--- src/ilc_pkg.sv ---
// constants for the two-lane interpolator control block
package ilc_pkg;

  // ---------------------------------------------------------------
  // register byte offsets
  // ---------------------------------------------------------------
  localparam logic [7:0] OFF_ACC_ZERO = 8'hc0;
  localparam logic [7:0] OFF_ACC_ONE = 8'hc4;
  localparam logic [7:0] OFF_BASE_ZERO = 8'hc8;
  localparam logic [7:0] OFF_BASE_ONE = 8'hcc;
  localparam logic [7:0] OFF_BASE2 = 8'hd0;
  localparam logic [7:0] OFF_POP_LANE0 = 8'hd4;
  localparam logic [7:0] OFF_POP_LANE1 = 8'hd8;
  localparam logic [7:0] OFF_POP_FULL = 8'hdc;
  localparam logic [7:0] OFF_PEEK_LANE0 = 8'he0;
  localparam logic [7:0] OFF_PEEK_LANE1 = 8'he4;
  localparam logic [7:0] OFF_PEEK_FULL = 8'he8;
  localparam logic [7:0] OFF_LANE_ZERO_CONTROL = 8'hec;
  localparam logic [7:0] OFF_LANE_ONE_CONTROL = 8'hf0;
  localparam logic [7:0] OFF_ACC_ZERO_ADD = 8'hf4;
  localparam logic [7:0] OFF_ACC_ONE_ADD = 8'hf8;
  localparam logic [7:0] OFF_BASE_BOTH = 8'hfc;

  // ---------------------------------------------------------------
  // control field positions
  // ---------------------------------------------------------------
  localparam int SHIFT_LSB = 0;
  localparam int MASK_LO_LSB = 5;
  localparam int MASK_HI_LSB = 10;
  localparam int SIGN_BIT = 15;
  localparam int CROSS_IN_BIT = 16;
  localparam int CROSS_RES_BIT = 17;
  localparam int RAW_BIT = 18;
  localparam int FORCE_LSB = 19;
  localparam int CLAMP_BIT = 22;
  localparam int OVF0_BIT = 23;
  localparam int OVF1_BIT = 24;
  localparam int OVF_ANY_BIT = 25;
  localparam int FORCE_DST_LSB = 28;
  localparam int ADD_W = 24;

  // ---------------------------------------------------------------
  // writable masks and reset values
  // ---------------------------------------------------------------
  localparam logic [31:0] CTRL0_WMASK = 32'h005fffff;
  localparam logic [31:0] CTRL1_WMASK = 32'h001fffff;
  localparam logic [31:0] CTRL_RESET = 32'h00000000;
  localparam logic [31:0] DATA_RESET = 32'h00000000;
  localparam logic [31:0] ALL_ONES = 32'hffffffff;

  // ---------------------------------------------------------------
  // bus responses
  // ---------------------------------------------------------------
  localparam logic [1:0] RESP_OKAY = 2'h0;
  localparam logic [1:0] RESP_SLVERR = 2'h2;

endpackage : ilc_pkg

--- src/ilc_lane.sv ---
// one lane: input select, shift, mask, sign extend, base add, overflow
`timescale 1ns/1ps
module ilc_lane (
  // accumulators
  input wire logic [31:0] own_accum_in,
  input wire logic [31:0] other_accum_in,
  // configuration
  input wire logic [31:0] ctrl_in,
  input wire logic [31:0] base_in,
  // results
  output logic [31:0] sel_out,
  output logic [31:0] masked_out,
  output logic [31:0] result_out,
  output logic overflow_out
);
  logic [4:0] shamt;
  logic [4:0] lo;
  logic [4:0] hi;
  logic [31:0] keep;
  logic [31:0] above;
  logic [31:0] plain;

  assign shamt = ctrl_in[ilc_pkg::SHIFT_LSB +: 5];
  assign lo = ctrl_in[ilc_pkg::MASK_LO_LSB +: 5];
  assign hi = ctrl_in[ilc_pkg::MASK_HI_LSB +: 5];
  // mux sits ahead of the raw bypass
  assign sel_out = ctrl_in[ilc_pkg::CROSS_IN_BIT] ? other_accum_in
                                                   : own_accum_in;
  assign above = ~(ilc_pkg::ALL_ONES >> (5'd31 - hi));
  assign keep = (ilc_pkg::ALL_ONES << lo) & ~above;
  assign plain = (sel_out >> shamt) & keep;
  // sign bit is the top passing bit of the mask
  assign masked_out = (ctrl_in[ilc_pkg::SIGN_BIT] && plain[hi]) ?
                      (plain | above) : plain;
  assign result_out = ctrl_in[ilc_pkg::RAW_BIT] ? (sel_out + base_in)
                      : (masked_out + base_in);
  assign overflow_out = |(own_accum_in & above);
endmodule : ilc_lane

--- src/ilc_top.sv ---
// interpolator lane control with axi4-lite register slave
`timescale 1ns/1ps
module ilc_top #(
  parameter bit HAS_CLAMP = 1'b1,
  parameter int ADDR_W = 8
) (
  // clock and reset
  input wire logic core_clk_in,
  input wire logic nrst_in,
  // write address channel
  input wire logic [ADDR_W-1:0] s_axi_awaddr_in,
  input wire logic s_axi_awvalid_in,
  output logic s_axi_awready_out,
  // write data channel
  input wire logic [31:0] s_axi_wdata_in,
  input wire logic [3:0] s_axi_wstrb_in,
  input wire logic s_axi_wvalid_in,
  output logic s_axi_wready_out,
  // write response channel
  output logic [1:0] s_axi_bresp_out,
  output logic s_axi_bvalid_out,
  input wire logic s_axi_bready_in,
  // read address channel
  input wire logic [ADDR_W-1:0] s_axi_araddr_in,
  input wire logic s_axi_arvalid_in,
  output logic s_axi_arready_out,
  // read data channel
  output logic [31:0] s_axi_rdata_out,
  output logic [1:0] s_axi_rresp_out,
  output logic s_axi_rvalid_out,
  input wire logic s_axi_rready_in
);

  // ---------------------------------------------------------------
  // state
  // ---------------------------------------------------------------
  logic [31:0] accum_reg [2];
  logic [31:0] base_reg [3];
  logic [31:0] ctrl_reg [2];
  logic [31:0] sel [2];
  logic [31:0] masked [2];
  logic [31:0] lane_res [2];
  logic ovf [2];
  logic [31:0] res0;
  logic [31:0] full_res;
  logic [31:0] read_val [2];

  // ---------------------------------------------------------------
  // lanes
  // ---------------------------------------------------------------
  for (genvar i = 0; i < 2; i++) begin : g_lane
    ilc_lane u_lane (
      .own_accum_in(accum_reg[i]),
      .other_accum_in(accum_reg[1-i]),
      .ctrl_in(ctrl_reg[i]),
      .base_in(base_reg[i]),
      .sel_out(sel[i]),
      .masked_out(masked[i]),
      .result_out(lane_res[i]),
      .overflow_out(ovf[i])
    );
  end

  logic clamp_on;
  logic sign0;
  assign clamp_on = HAS_CLAMP && ctrl_reg[0][ilc_pkg::CLAMP_BIT];
  assign sign0 = ctrl_reg[0][ilc_pkg::SIGN_BIT];

  always_comb begin
    res0 = lane_res[0];
    if (clamp_on) begin
      res0 = masked[0];
      if (sign0) begin
        if ($signed(masked[0]) < $signed(base_reg[0])) begin
          res0 = base_reg[0];
        end else if ($signed(masked[0]) > $signed(base_reg[1])) begin
          res0 = base_reg[1];
        end
      end else begin
        if (masked[0] < base_reg[0]) begin
          res0 = base_reg[0];
        end else if (masked[0] > base_reg[1]) begin
          res0 = base_reg[1];
        end
      end
    end
  end

  // full path ignores raw bypass and clamp
  assign full_res = masked[0] + masked[1] + base_reg[2];

  // forced bits exist only on the bus view
  assign read_val[0] = res0 | {2'h0,
      ctrl_reg[0][ilc_pkg::FORCE_LSB +: 2], 28'h0};
  assign read_val[1] = lane_res[1] | {2'h0,
      ctrl_reg[1][ilc_pkg::FORCE_LSB +: 2], 28'h0};

  // ---------------------------------------------------------------
  // write channel capture
  // ---------------------------------------------------------------
  logic aw_held_reg;
  logic w_held_reg;
  logic [7:0] wr_addr_reg;
  logic [31:0] wr_data_reg;
  logic [3:0] wr_strb_reg;
  logic wr_fire;
  logic ar_fire;

  // both halves held and no response pending
  assign wr_fire = aw_held_reg && w_held_reg && !s_axi_bvalid_out;
  assign ar_fire = s_axi_arvalid_in && s_axi_arready_out;

  always_ff @(posedge core_clk_in or negedge nrst_in) begin
    if (!nrst_in) begin
      aw_held_reg <= 1'b0;
      s_axi_awready_out <= 1'b1;
      wr_addr_reg <= 8'h00;
    end else if (s_axi_awvalid_in && s_axi_awready_out) begin
      aw_held_reg <= 1'b1;
      s_axi_awready_out <= 1'b0;
      wr_addr_reg <= {s_axi_awaddr_in[7:2], 2'h0};
    end else if (wr_fire) begin
      aw_held_reg <= 1'b0;
      s_axi_awready_out <= 1'b1;
    end
  end

  always_ff @(posedge core_clk_in or negedge nrst_in) begin
    if (!nrst_in) begin
      w_held_reg <= 1'b0;
      s_axi_wready_out <= 1'b1;
      wr_data_reg <= ilc_pkg::DATA_RESET;
      wr_strb_reg <= 4'h0;
    end else if (s_axi_wvalid_in && s_axi_wready_out) begin
      w_held_reg <= 1'b1;
      s_axi_wready_out <= 1'b0;
      wr_data_reg <= s_axi_wdata_in;
      wr_strb_reg <= s_axi_wstrb_in;
    end else if (wr_fire) begin
      w_held_reg <= 1'b0;
      s_axi_wready_out <= 1'b1;
    end
  end

  logic wr_known;
  assign wr_known = (wr_addr_reg >= ilc_pkg::OFF_ACC_ZERO) &&
                    (wr_addr_reg <= ilc_pkg::OFF_BASE_BOTH);

  always_ff @(posedge core_clk_in or negedge nrst_in) begin
    if (!nrst_in) begin
      s_axi_bvalid_out <= 1'b0;
      s_axi_bresp_out <= ilc_pkg::RESP_OKAY;
    end else if (wr_fire) begin
      s_axi_bvalid_out <= 1'b1;
      s_axi_bresp_out <= wr_known ? ilc_pkg::RESP_OKAY
                                  : ilc_pkg::RESP_SLVERR;
    end else if (s_axi_bready_in) begin
      s_axi_bvalid_out <= 1'b0;
    end
  end

  function automatic logic [31:0] merge(input logic [31:0] old,
                                        input logic [31:0] dat,
                                        input logic [3:0] strb);
    logic [31:0] r;
    r = old;
    for (int b = 0; b < 4; b++) begin
      if (strb[b]) begin
        r[b*8 +: 8] = dat[b*8 +: 8];
      end
    end
    return r;
  endfunction : merge

  function automatic logic [31:0] half(input logic [15:0] h,
                                       input logic sgn);
    return sgn ? {{16{h[15]}}, h} : {16'h0, h};
  endfunction : half

  // ---------------------------------------------------------------
  // read decode
  // ---------------------------------------------------------------
  logic [7:0] rd_addr;
  logic [31:0] rd_data;
  logic rd_err;
  logic pop_hit;
  logic [31:0] ctrl0_view;

  assign rd_addr = {s_axi_araddr_in[7:2], 2'h0};
  assign pop_hit = ar_fire && ((rd_addr == ilc_pkg::OFF_POP_LANE0) ||
                   (rd_addr == ilc_pkg::OFF_POP_LANE1) ||
                   (rd_addr == ilc_pkg::OFF_POP_FULL));
  assign ctrl0_view = {6'h0, ovf[0] | ovf[1], ovf[1], ovf[0],
                       ctrl_reg[0][22:0]};

  always_comb begin
    rd_data = ilc_pkg::DATA_RESET;
    rd_err = 1'b0;
    if (rd_addr == ilc_pkg::OFF_ACC_ZERO) begin
      rd_data = accum_reg[0];
    end else if (rd_addr == ilc_pkg::OFF_ACC_ONE) begin
      rd_data = accum_reg[1];
    end else if (rd_addr == ilc_pkg::OFF_BASE_ZERO) begin
      rd_data = base_reg[0];
    end else if (rd_addr == ilc_pkg::OFF_BASE_ONE) begin
      rd_data = base_reg[1];
    end else if (rd_addr == ilc_pkg::OFF_BASE2) begin
      rd_data = base_reg[2];
    end else if (rd_addr == ilc_pkg::OFF_POP_LANE0 ||
                 rd_addr == ilc_pkg::OFF_PEEK_LANE0) begin
      rd_data = read_val[0];
    end else if (rd_addr == ilc_pkg::OFF_POP_LANE1 ||
                 rd_addr == ilc_pkg::OFF_PEEK_LANE1) begin
      rd_data = read_val[1];
    end else if (rd_addr == ilc_pkg::OFF_POP_FULL ||
                 rd_addr == ilc_pkg::OFF_PEEK_FULL) begin
      rd_data = full_res;
    end else if (rd_addr == ilc_pkg::OFF_LANE_ZERO_CONTROL) begin
      rd_data = ctrl0_view;
    end else if (rd_addr == ilc_pkg::OFF_LANE_ONE_CONTROL) begin
      rd_data = ctrl_reg[1];
    end else if (rd_addr == ilc_pkg::OFF_ACC_ZERO_ADD) begin
      rd_data = {8'h0, masked[0][ilc_pkg::ADD_W-1:0]};
    end else if (rd_addr == ilc_pkg::OFF_ACC_ONE_ADD) begin
      rd_data = {8'h0, masked[1][ilc_pkg::ADD_W-1:0]};
    end else if (rd_addr == ilc_pkg::OFF_BASE_BOTH) begin
      rd_data = ilc_pkg::DATA_RESET;
    end else begin
      rd_err = 1'b1;
    end
  end

  always_ff @(posedge core_clk_in or negedge nrst_in) begin
    if (!nrst_in) begin
      s_axi_arready_out <= 1'b1;
      s_axi_rvalid_out <= 1'b0;
      s_axi_rdata_out <= ilc_pkg::DATA_RESET;
      s_axi_rresp_out <= ilc_pkg::RESP_OKAY;
    end else if (ar_fire) begin
      s_axi_arready_out <= 1'b0;
      s_axi_rvalid_out <= 1'b1;
      s_axi_rdata_out <= rd_data;
      s_axi_rresp_out <= rd_err ? ilc_pkg::RESP_SLVERR
                                : ilc_pkg::RESP_OKAY;
    end else if (s_axi_rvalid_out && s_axi_rready_in) begin
      s_axi_rvalid_out <= 1'b0;
      s_axi_arready_out <= 1'b1;
    end
  end

  // ---------------------------------------------------------------
  // datapath registers
  // ---------------------------------------------------------------
  // a bus write in the same cycle as a pop wins on that accumulator
  always_ff @(posedge core_clk_in or negedge nrst_in) begin
    if (!nrst_in) begin
      accum_reg[0] <= ilc_pkg::DATA_RESET;
      accum_reg[1] <= ilc_pkg::DATA_RESET;
    end else begin
      if (pop_hit) begin
        accum_reg[0] <= ctrl_reg[0][ilc_pkg::CROSS_RES_BIT] ? lane_res[1]
                                                            : res0;
        accum_reg[1] <= ctrl_reg[1][ilc_pkg::CROSS_RES_BIT] ? res0
                                                            : lane_res[1];
      end
      if (wr_fire) begin
        if (wr_addr_reg == ilc_pkg::OFF_ACC_ZERO) begin
          accum_reg[0] <= merge(accum_reg[0], wr_data_reg, wr_strb_reg);
        end else if (wr_addr_reg == ilc_pkg::OFF_ACC_ONE) begin
          accum_reg[1] <= merge(accum_reg[1], wr_data_reg, wr_strb_reg);
        end else if (wr_addr_reg == ilc_pkg::OFF_ACC_ZERO_ADD) begin
          accum_reg[0] <= accum_reg[0] +
                          {8'h0, wr_data_reg[ilc_pkg::ADD_W-1:0]};
        end else if (wr_addr_reg == ilc_pkg::OFF_ACC_ONE_ADD) begin
          accum_reg[1] <= accum_reg[1] +
                          {8'h0, wr_data_reg[ilc_pkg::ADD_W-1:0]};
        end
      end
    end
  end

  always_ff @(posedge core_clk_in or negedge nrst_in) begin
    if (!nrst_in) begin
      base_reg[0] <= ilc_pkg::DATA_RESET;
      base_reg[1] <= ilc_pkg::DATA_RESET;
      base_reg[2] <= ilc_pkg::DATA_RESET;
    end else if (wr_fire) begin
      if (wr_addr_reg == ilc_pkg::OFF_BASE_ZERO) begin
        base_reg[0] <= merge(base_reg[0], wr_data_reg, wr_strb_reg);
      end else if (wr_addr_reg == ilc_pkg::OFF_BASE_ONE) begin
        base_reg[1] <= merge(base_reg[1], wr_data_reg, wr_strb_reg);
      end else if (wr_addr_reg == ilc_pkg::OFF_BASE2) begin
        base_reg[2] <= merge(base_reg[2], wr_data_reg, wr_strb_reg);
      end else if (wr_addr_reg == ilc_pkg::OFF_BASE_BOTH) begin
        base_reg[0] <= half(wr_data_reg[15:0], sign0);
        base_reg[1] <= half(wr_data_reg[31:16],
                            ctrl_reg[1][ilc_pkg::SIGN_BIT]);
      end
    end
  end

  always_ff @(posedge core_clk_in or negedge nrst_in) begin
    if (!nrst_in) begin
      ctrl_reg[0] <= ilc_pkg::CTRL_RESET;
      ctrl_reg[1] <= ilc_pkg::CTRL_RESET;
    end else if (wr_fire) begin
      if (wr_addr_reg == ilc_pkg::OFF_LANE_ZERO_CONTROL) begin
        // clamp bit stores only on the first instance, and only with HAS_CLAMP set
        ctrl_reg[0] <= merge(ctrl_reg[0], wr_data_reg, wr_strb_reg) &
                       (HAS_CLAMP ? ilc_pkg::CTRL0_WMASK
                                  : ilc_pkg::CTRL1_WMASK);
      end else if (wr_addr_reg == ilc_pkg::OFF_LANE_ONE_CONTROL) begin
        ctrl_reg[1] <= merge(ctrl_reg[1], wr_data_reg, wr_strb_reg) &
                       ilc_pkg::CTRL1_WMASK;
      end
    end
  end

  // reference overflow, worked out apart from the lane logic
  logic ovf0_ref;
  logic ovf1_ref;
  assign ovf0_ref = |(accum_reg[0] & ~(ilc_pkg::ALL_ONES >>
      (5'd31 - ctrl_reg[0][ilc_pkg::MASK_HI_LSB +: 5])));
  assign ovf1_ref = |(accum_reg[1] & ~(ilc_pkg::ALL_ONES >>
      (5'd31 - ctrl_reg[1][ilc_pkg::MASK_HI_LSB +: 5])));
endmodule : ilc_top

--- config.mk ---
export PLATFORM = sky130hd
export DESIGN_NAME = ilc_top
export DESIGN_NICKNAME = d
export VERILOG_FILES = /design/src/ilc_pkg.sv /design/src/ilc_lane.sv /design/src/ilc_top.sv
export SDC_FILE = /design/constraint.sdc
export NUM_CORES = 2
export LEC_CHECK = 0
export BUFFER_PORTS_ARGS = -buffer_cell sky130_fd_sc_hd__buf_2
export CORE_MARGIN = 1
export CORE_UTILIZATION = 40
export DETAILED_ROUTE_END_ITERATION = 10
export PLACE_DENSITY = 0.64
export SLEW_MARGIN = 20
export SYNTH_ARGS = -nofsm -noshare
export SYNTH_HDL_FRONTEND = slang
export SYNTH_SLANG_ARGS = --single-unit
--- constraint.sdc ---
create_clock -name core_clk_in -period 20.8 [get_ports core_clk_in]
set_input_delay 2.08 -clock core_clk_in [delete_from_list [all_inputs] [get_ports core_clk_in]]
set_output_delay 2.08 -clock core_clk_in [all_outputs]
set_load 0.02 [all_outputs]
Yosys cells after proc, flatten, opt, wreduce, memory -nomap -nowiden --
Index checks and enable logic that the tools add are counted.
Word-level totals: word-level logic and storage cells 245, flip-flop bits (word level) 288
Cells by class: reduce and logical (&&, ||, !) cells 42, $add $sub $neg 10, mux-type cells 77, bitwise gates (word level) 18, eq/ne operators 45, magnitude comparators 8, shift-type cells 6
Operator list (count):
- $mux 32 | 34
- $mux 64 | 4
- $add 32x32->32 | 6
- $and 32x32->32 | 6
- $eq 6x6->1 const B | 26
- $not 32->32 | 4
- $mux 24 | 3
- $add 32x24->32 | 2
- $gt 32x32->1 | 2
- $lt 32x32->1 | 2
- $or 32x30->32 | 2
- $or 32x32->32 | 2
- $reduce_or 32->1 | 2
- $shl 32x5->32 const A | 2
- $shr 32x5->32 | 2
- $shr 32x5->32 const A | 2
- $reduce_and 5->1 | 12
- $mux 8 | 4
- $mux 1 | 27
- $mux 26 | 1
- $ne 2x2->1 const B | 11
- $ne 4x4->1 const B | 4
- $lt 5x6->1 const B | 2
- $ne 3x3->1 const B | 4
- 13 further kinds | 40

Logic depth before layout (Yosys ltp) --
depth after elaboration 22, mapped depth 33, mapped depth without buffers 29

By module --
A second synthesis with hierarchy kept.
Second synthesis, totals: cells, all modules 4595, area, all modules 37437.2 um^2
Modules (own cells, without submodules):
- ilc_top | cells an instance 3024, instances 1, area each 25141.6 um^2
- ilc_lane at g_lane[1].u_lane | cells an instance 799, instances 1, area each 6164.7 um^2
- ilc_lane at g_lane[0].u_lane | cells an instance 772, instances 1, area each 6130.9 um^2

Worst setup path before layout --
OpenSTA, ideal clock, no wires.
path kind reg2reg, from reg ctrl_reg[2] (netlist name), to reg accum_reg[62] (netlist name), arrival time 7.278 ns, stages on the path, launching flop included 31, buffers on the path 4, path slack 13.388 ns, clock period less this slack 7.412 ns, required time 20.667 ns, cell sequence dfrtp_1 buf_2 buf_1 mux4_2 mux2_2 mux2i_1 o22ai_1 o211a_1 or4_1 or3_1 o311a_4 and2_4 buf_6 buf_6 a31oi_1 mux2i_1 ha_1 o21a_1 a21oi_1 o31ai_1 o41ai_1 o31ai_1 and3_1 a311o_1 a211o_1 o21ba_2 nor2_1 o21bai_1 xor2_1 o32ai_1 a211oi_1
On the way: cells in the longest elaborated chain, start to end 14, elaborated cells between the ends (all ways) 15, classes of those cells add/sub (1); shift (1); mux (10); bitwise (2); reduce/logical (1)
RTL lines:
- start, declared | RTL line ilc_top.sv:39 | logic [31:0] ctrl_reg [2];
- $shr 32x5->32 * | RTL line ilc_lane.sv:31 | assign plain = (sel_out >> shamt) & keep;
- $and 32x32->32 * | RTL line ilc_lane.sv:31
- $bmux 1 s5 | RTL line ilc_lane.sv:33 | assign masked_out = (ctrl_in[ilc_pkg::SIGN_BIT] && plain[hi]) ?
- $mux 1 (implied by the code) | RTL line ilc_lane.sv:33
- $logic_and 1x1->1 | RTL line ilc_lane.sv:33
- $mux 32 * | RTL line ilc_lane.sv:33
- $add 32x32->32 * | RTL line ilc_lane.sv:36 | : (masked_out + base_in);
- $mux 32 * | RTL line ilc_lane.sv:35 | assign result_out = ctrl_in[ilc_pkg::RAW_BIT] ? (sel_out + base_in)
- $mux 32 * | RTL line ilc_top.sv:261 | accum_reg[0] <= ctrl_reg[0][ilc_pkg::CROSS_RES_BIT] ? lane_res[1]
- $mux 64 * | RTL line ilc_top.sv:260 | if (pop_hit) begin
- $mux 32 | RTL line ilc_top.sv:271 | end else if (wr_addr_reg == ilc_pkg::OFF_ACC_ZERO_ADD) begin
- $mux 32 | RTL line ilc_top.sv:269 | end else if (wr_addr_reg == ilc_pkg::OFF_ACC_ONE) begin
- $mux 32 | RTL line ilc_top.sv:267 | if (wr_addr_reg == ilc_pkg::OFF_ACC_ZERO) begin
- $mux 64 * | RTL line ilc_top.sv:266 | if (wr_fire) begin
- end, declared | RTL line ilc_top.sv:37 | logic [31:0] accum_reg [2];
Mark *: on every way between the ends. The rest lies on a longest branch, timed or not. The select of a mux whose other input is x is not followed. A chain may end at the register's enable or synchronous reset.

Final worst setup path --
from reg ctrl_reg (netlist bit ctrl0_view[16]), to reg accum_reg[46] (netlist name)
On the way: cells in the longest elaborated chain, start to end 18, elaborated cells between the ends (all ways) 27, classes of those cells add/sub (2); order compare (4); shift (1); mux (17); bitwise (2); reduce/logical (1)
RTL lines:
- $mux 32 * | RTL line ilc_lane.sv:27 | assign sel_out = ctrl_in[ilc_pkg::CROSS_IN_BIT] ? other_accum_in
- $shr 32x5->32 | RTL line ilc_lane.sv:31
- $and 32x32->32 | RTL line ilc_lane.sv:31
- $bmux 1 s5 | RTL line ilc_lane.sv:33
- $mux 1 (implied by the code) | RTL line ilc_lane.sv:33
- $logic_and 1x1->1 | RTL line ilc_lane.sv:33
- $mux 32 | RTL line ilc_lane.sv:33
- $gt 32x32->1, on equally long branches | RTL line ilc_top.sv:82, ilc_top.sv:76
- [2 not listed]
- $mux 32 | RTL line ilc_top.sv:73 | if (sign0) begin
- $mux 32 * | RTL line ilc_top.sv:71 | if (clamp_on) begin
- $mux 32 * | RTL line ilc_top.sv:261
- $mux 64 * | RTL line ilc_top.sv:260
- $mux 32 | RTL line ilc_top.sv:271
- $mux 32 | RTL line ilc_top.sv:269
- $mux 32 | RTL line ilc_top.sv:267
- $mux 64 * | RTL line ilc_top.sv:266
Marked as above.

==> out/qor.json <==
{
  "grt_max_degree": 69,
  "first_global_vias": 40000,
  "multiInputGateArea_sq_um": 28000,
  "timing.rr.end": "accum_reg[46]",
  "synth_cells": 4798,
  "finalSetupTns_ps": 0,
  "pin_count": 100,
  "worst_clock_skew_on_the_final_layout_ps": 32.9,
  "crit_path_end_kind": "flop",
  "worstHoldPathType": "flop to flop",
  "cp.required_ps": 21260,
  "die_area_sq_um": 94700,
  "global_route_wire_length_before_repair_mm": 320,
  "clk-insertion-delay-late_ps": 610,
  "cts_post_setup_buffers_inserted": 0,
  "synth_warnings": 0,
  "slew_viol_final": 0,
  "synthDominantCellAreaShare_pct": 19.0,
  "drv.max_cap_violation_count": 0,
  "worst_slew_pin_slew_ps": 1290,
  "postCtsResizedCells": 0,
  "ant_nets": 0,
  "detail_route.wirelength_mm": 234,
  "cp.arrival_ps": 12030,
  "port-buffer-count": 93,
  "post-route-drc-count": 1,
  "synthTopCellsByArea": "sky130_fd_sc_hd__dfrtp_1, sky130_fd_sc_hd__ha_1, sky130_fd_sc_hd__a21oi_1",
  "hp-start": "s_axi_awready_out",
  "ff_latch_area_sq_um": 7180,
  "netlist-cell-type-count": 102,
  "rsz0062_at_grt": "false",
  "startpoint_type": "flop",
  "synth_ff_type": "sky130_fd_sc_hd__dfrtp_1",
  "cell_depth_of_the_worst_min_delay_path": 1,
  "synth-async-reset-ratio_pct": 100,
  "start_util_pct": 40.6,
  "outcome": "finished, violations left",
  "r2r_start": "ctrl0_view[16]",
  "whs_endpoint": "s_axi_awready_out",
  "place.detailed.hpwl_mm": 178,
  "worst_ir_drop_vdd_mv": 0.333,
  "postSynthRegisterBits": 286,
  "syn_area_per_cell_sq_um": 7.79,
  "clock_transition_at_the_registers_of_the_reported_paths_ps": 60,
  "htreeDepth": 2,
  "cts-root-buf": "sky130_fd_sc_hd__clkbuf_16",
  "grt_usage_pct": 48.3,
  "core_area_sq_um": 92100,
  "final_period_minus_worst_setup_slack_ps": 11580,
  "detail_route.vias_per_cell": 7.18,
  "post_route_cells_drive_above_1_share_pct": 15.8,
  "number_of_antenna_violations_at_the_first_check_in_global_routing": 18,
  "die_h_microns": 308,
  "slowest_cp_cell": "sky130_fd_sc_hd__mux2i_1",
  "cts_tree": "built",
  "critPathMaxStageDelay_ps": 1010,
  "final_hold_viol_count": 0,
  "holdWs_ps": 498,
  "max_freq_ghz": 0.0864,
  "cts_buffers": 39,
  "timing.setup.critical_path_class": "flop to flop",
  "placement_rows": 111,
  "critical_path_peak_fanout": 54,
  "p_per_area_nw_per_um2": 167,
  "seq_area_frac_synth_pct": 19.2,
  "avgRoutedWirePerCell_microns": 38.7,
  "num-nets-final": 5073,
  "cts_buffer_depth": 3,
  "most_common_cell_in_the_synthesized_netlist": "sky130_fd_sc_hd__a21oi_1",
  "layout.filler_cells": 9411,
  "area.growth.synth_to_final_pct": 9.98,
  "r2r.worst_path.cells": 27,
  "drt-initial-drc-count": 6952,
  "die_x_microns": 308,
  "synth_top_cells_by_count": "sky130_fd_sc_hd__a21oi_1, sky130_fd_sc_hd__nor2_1, sky130_fd_sc_hd__nand2_1, sky130_fd_sc_hd__o21ai_0, sky130_fd_sc_hd__clkbuf_1",
  "ff2ff_setup_slack_ps": 9220,
  "synth.cell_area_sq_um": 37400,
  "layout_worst_path_cycle_share_pct": 55.7,
  "setup_failing_eps_final": 0,
  "drt-pass1-iter-count": 11,
  "number_of_clock_sinks_seen_by_cts": 286,
  "largest_reg_flops": 96,
  "overflow": 0,
  "post_synth_edffs": 0,
  "violations": "DRC",
  "max_slew_margin_pct": 13.3,
  "detailroute.via_count": 43500,
  "leakage_nw": 16.9,
  "netlist.top_cell.by_area": "sky130_fd_sc_hd__dfrtp_1",
  "timing.critical_path.mode_cell": "sky130_fd_sc_hd__nor3_1",
  "gp_congestion": 1.13,
  "cts_hold_repair.buffers": 0
}
## cells by family (layout without fill, tap and decap cells)
logic type	after synthesis	count (layout)	synth area share, %
AOI/OAI and AO/OA	1679	1679	29.5
and+or+nand+nor	1406	1406	17.2
buffers and inverters	601	606	6.31
muxes	461	461	16.2
DFF	286	286	19.2
adders and majority gates	239	239	8.73
xor gates and xnor gates	125	125	2.95
other	1	13	0.0100
## power breakdown
| part | internal, W | switching, W |
|---|---|---|
| Combinational | 0.00153 | 0.00329 |
| Clock | 0.000434 | 0.000318 |
| Sequential | 0.000724 | 0.000562 |
## routing by layer
metal  vias to the layer above  global-route usage, %  part of all wire [%]
li1                      18000                      -                     -
met1                     21000                   59.8                    37
met2                      3617                   67.3                    40
met3                       924                   18.1                    14
met4                         8                   37.2                   9.6
met5                         -                      0                 0.029
## worst max path at each step
| stage | start | endpoint |
|---|---|---|
| 5_1_grt | ctrl0_view[16] | accum_reg[46] |
| 3_3_place_gp | ctrl0_view[16] | accum_reg[46] |
| 2_1_floorplan | ctrl_reg[2] | accum_reg[62] |
| 3_5_place_dp | ctrl0_view[16] | accum_reg[46] |
| 4_1_cts | ctrl0_view[16] | accum_reg[46] |
| 6_report | ctrl0_view[16] | accum_reg[46] |
## placed cells by master (no fill, tap or decap), types with 32 or more instances in the layout
| master | instances |
|---|---|
| sky130_fd_sc_hd__nor3_1 | 133 |
| sky130_fd_sc_hd__a221oi_1 | 44 |
| sky130_fd_sc_hd__o21a_1 | 49 |
| sky130_fd_sc_hd__dfrtp_1 | 276 |
| sky130_fd_sc_hd__o21ai_0 | 341 |
| sky130_fd_sc_hd__o22ai_1 | 76 |
| sky130_fd_sc_hd__or3_1 | 39 |
| sky130_fd_sc_hd__xor2_1 | 40 |
| sky130_fd_sc_hd__clkbuf_16 | 39 |
| sky130_fd_sc_hd__nor2_1 | 468 |
| sky130_fd_sc_hd__a21o_1 | 61 |
| sky130_fd_sc_hd__o221ai_1 | 42 |
| sky130_fd_sc_hd__nand3_1 | 91 |
| sky130_fd_sc_hd__mux4_2 | 97 |
| sky130_fd_sc_hd__nor2b_1 | 38 |
| sky130_fd_sc_hd__nand2b_1 | 44 |
| sky130_fd_sc_hd__a31oi_1 | 52 |
| sky130_fd_sc_hd__a21oi_1 | 486 |
| sky130_fd_sc_hd__ha_1 | 203 |
| sky130_fd_sc_hd__a211oi_1 | 78 |
| sky130_fd_sc_hd__inv_1 | 207 |
| sky130_fd_sc_hd__nand2_1 | 387 |
| sky130_fd_sc_hd__buf_2 | 92 |
| sky130_fd_sc_hd__buf_4 | 221 |
| sky130_fd_sc_hd__mux2_2 | 177 |
| sky130_fd_sc_hd__nand4_1 | 39 |
| sky130_fd_sc_hd__o211ai_1 | 51 |
| sky130_fd_sc_hd__fa_1 | 36 |
| sky130_fd_sc_hd__a22oi_1 | 37 |
| sky130_fd_sc_hd__mux2i_1 | 184 |
| sky130_fd_sc_hd__xnor2_1 | 83 |
| sky130_fd_sc_hd__and2_1 | 32 |
## area by class of cell
type	instances	share of cell area, %
clock inverter	17	0.588
inverter	222	2.03
multi-input combinational	3912	68.2
tap	1243	3.78
timing repair buffer	314	5.19
clock buffer	53	2.67
antenna	11	0.0670
sequential	286	17.5
## stage by stage
| step | setup WS (ps) | util, % | instance area, sq um | total power (W) | cells |
|---|---|---|---|---|---|
| 3_5_place_dp | 9580 | 43.1 | 39700 | 0.00576 | 5977 |
| 4_1_cts | 9540 | 44.6 | 41000 | 0.00651 | 6047 |
| 3_3_place_gp | 9600 | 43.1 | 39700 | 0.00573 | 5977 |
| 2_1_floorplan | 13390 | - | 37400 | 0.00380 | 4799 |
| 5_1_grt | 9300 | 44.6 | 41100 | 0.00702 | 6048 |
| 6_report | 9220 | 44.6 | 41100 | 0.00686 | 6058 |
## worst max-delay path: cells and delay by family, from the launching register on
family	cells	cell delay, ps
AO/OA/AOI/OAI	7	3910
AND/OR/NAND/NOR	12	3200
multiplexers	3	1780
buffers and inverters	3	1240
flip-flops	1	610
adder cells (fa/ha/maj)	1	470
XOR/XNOR	1	60
No activity file was read; power rests on OpenSTA's default activity.
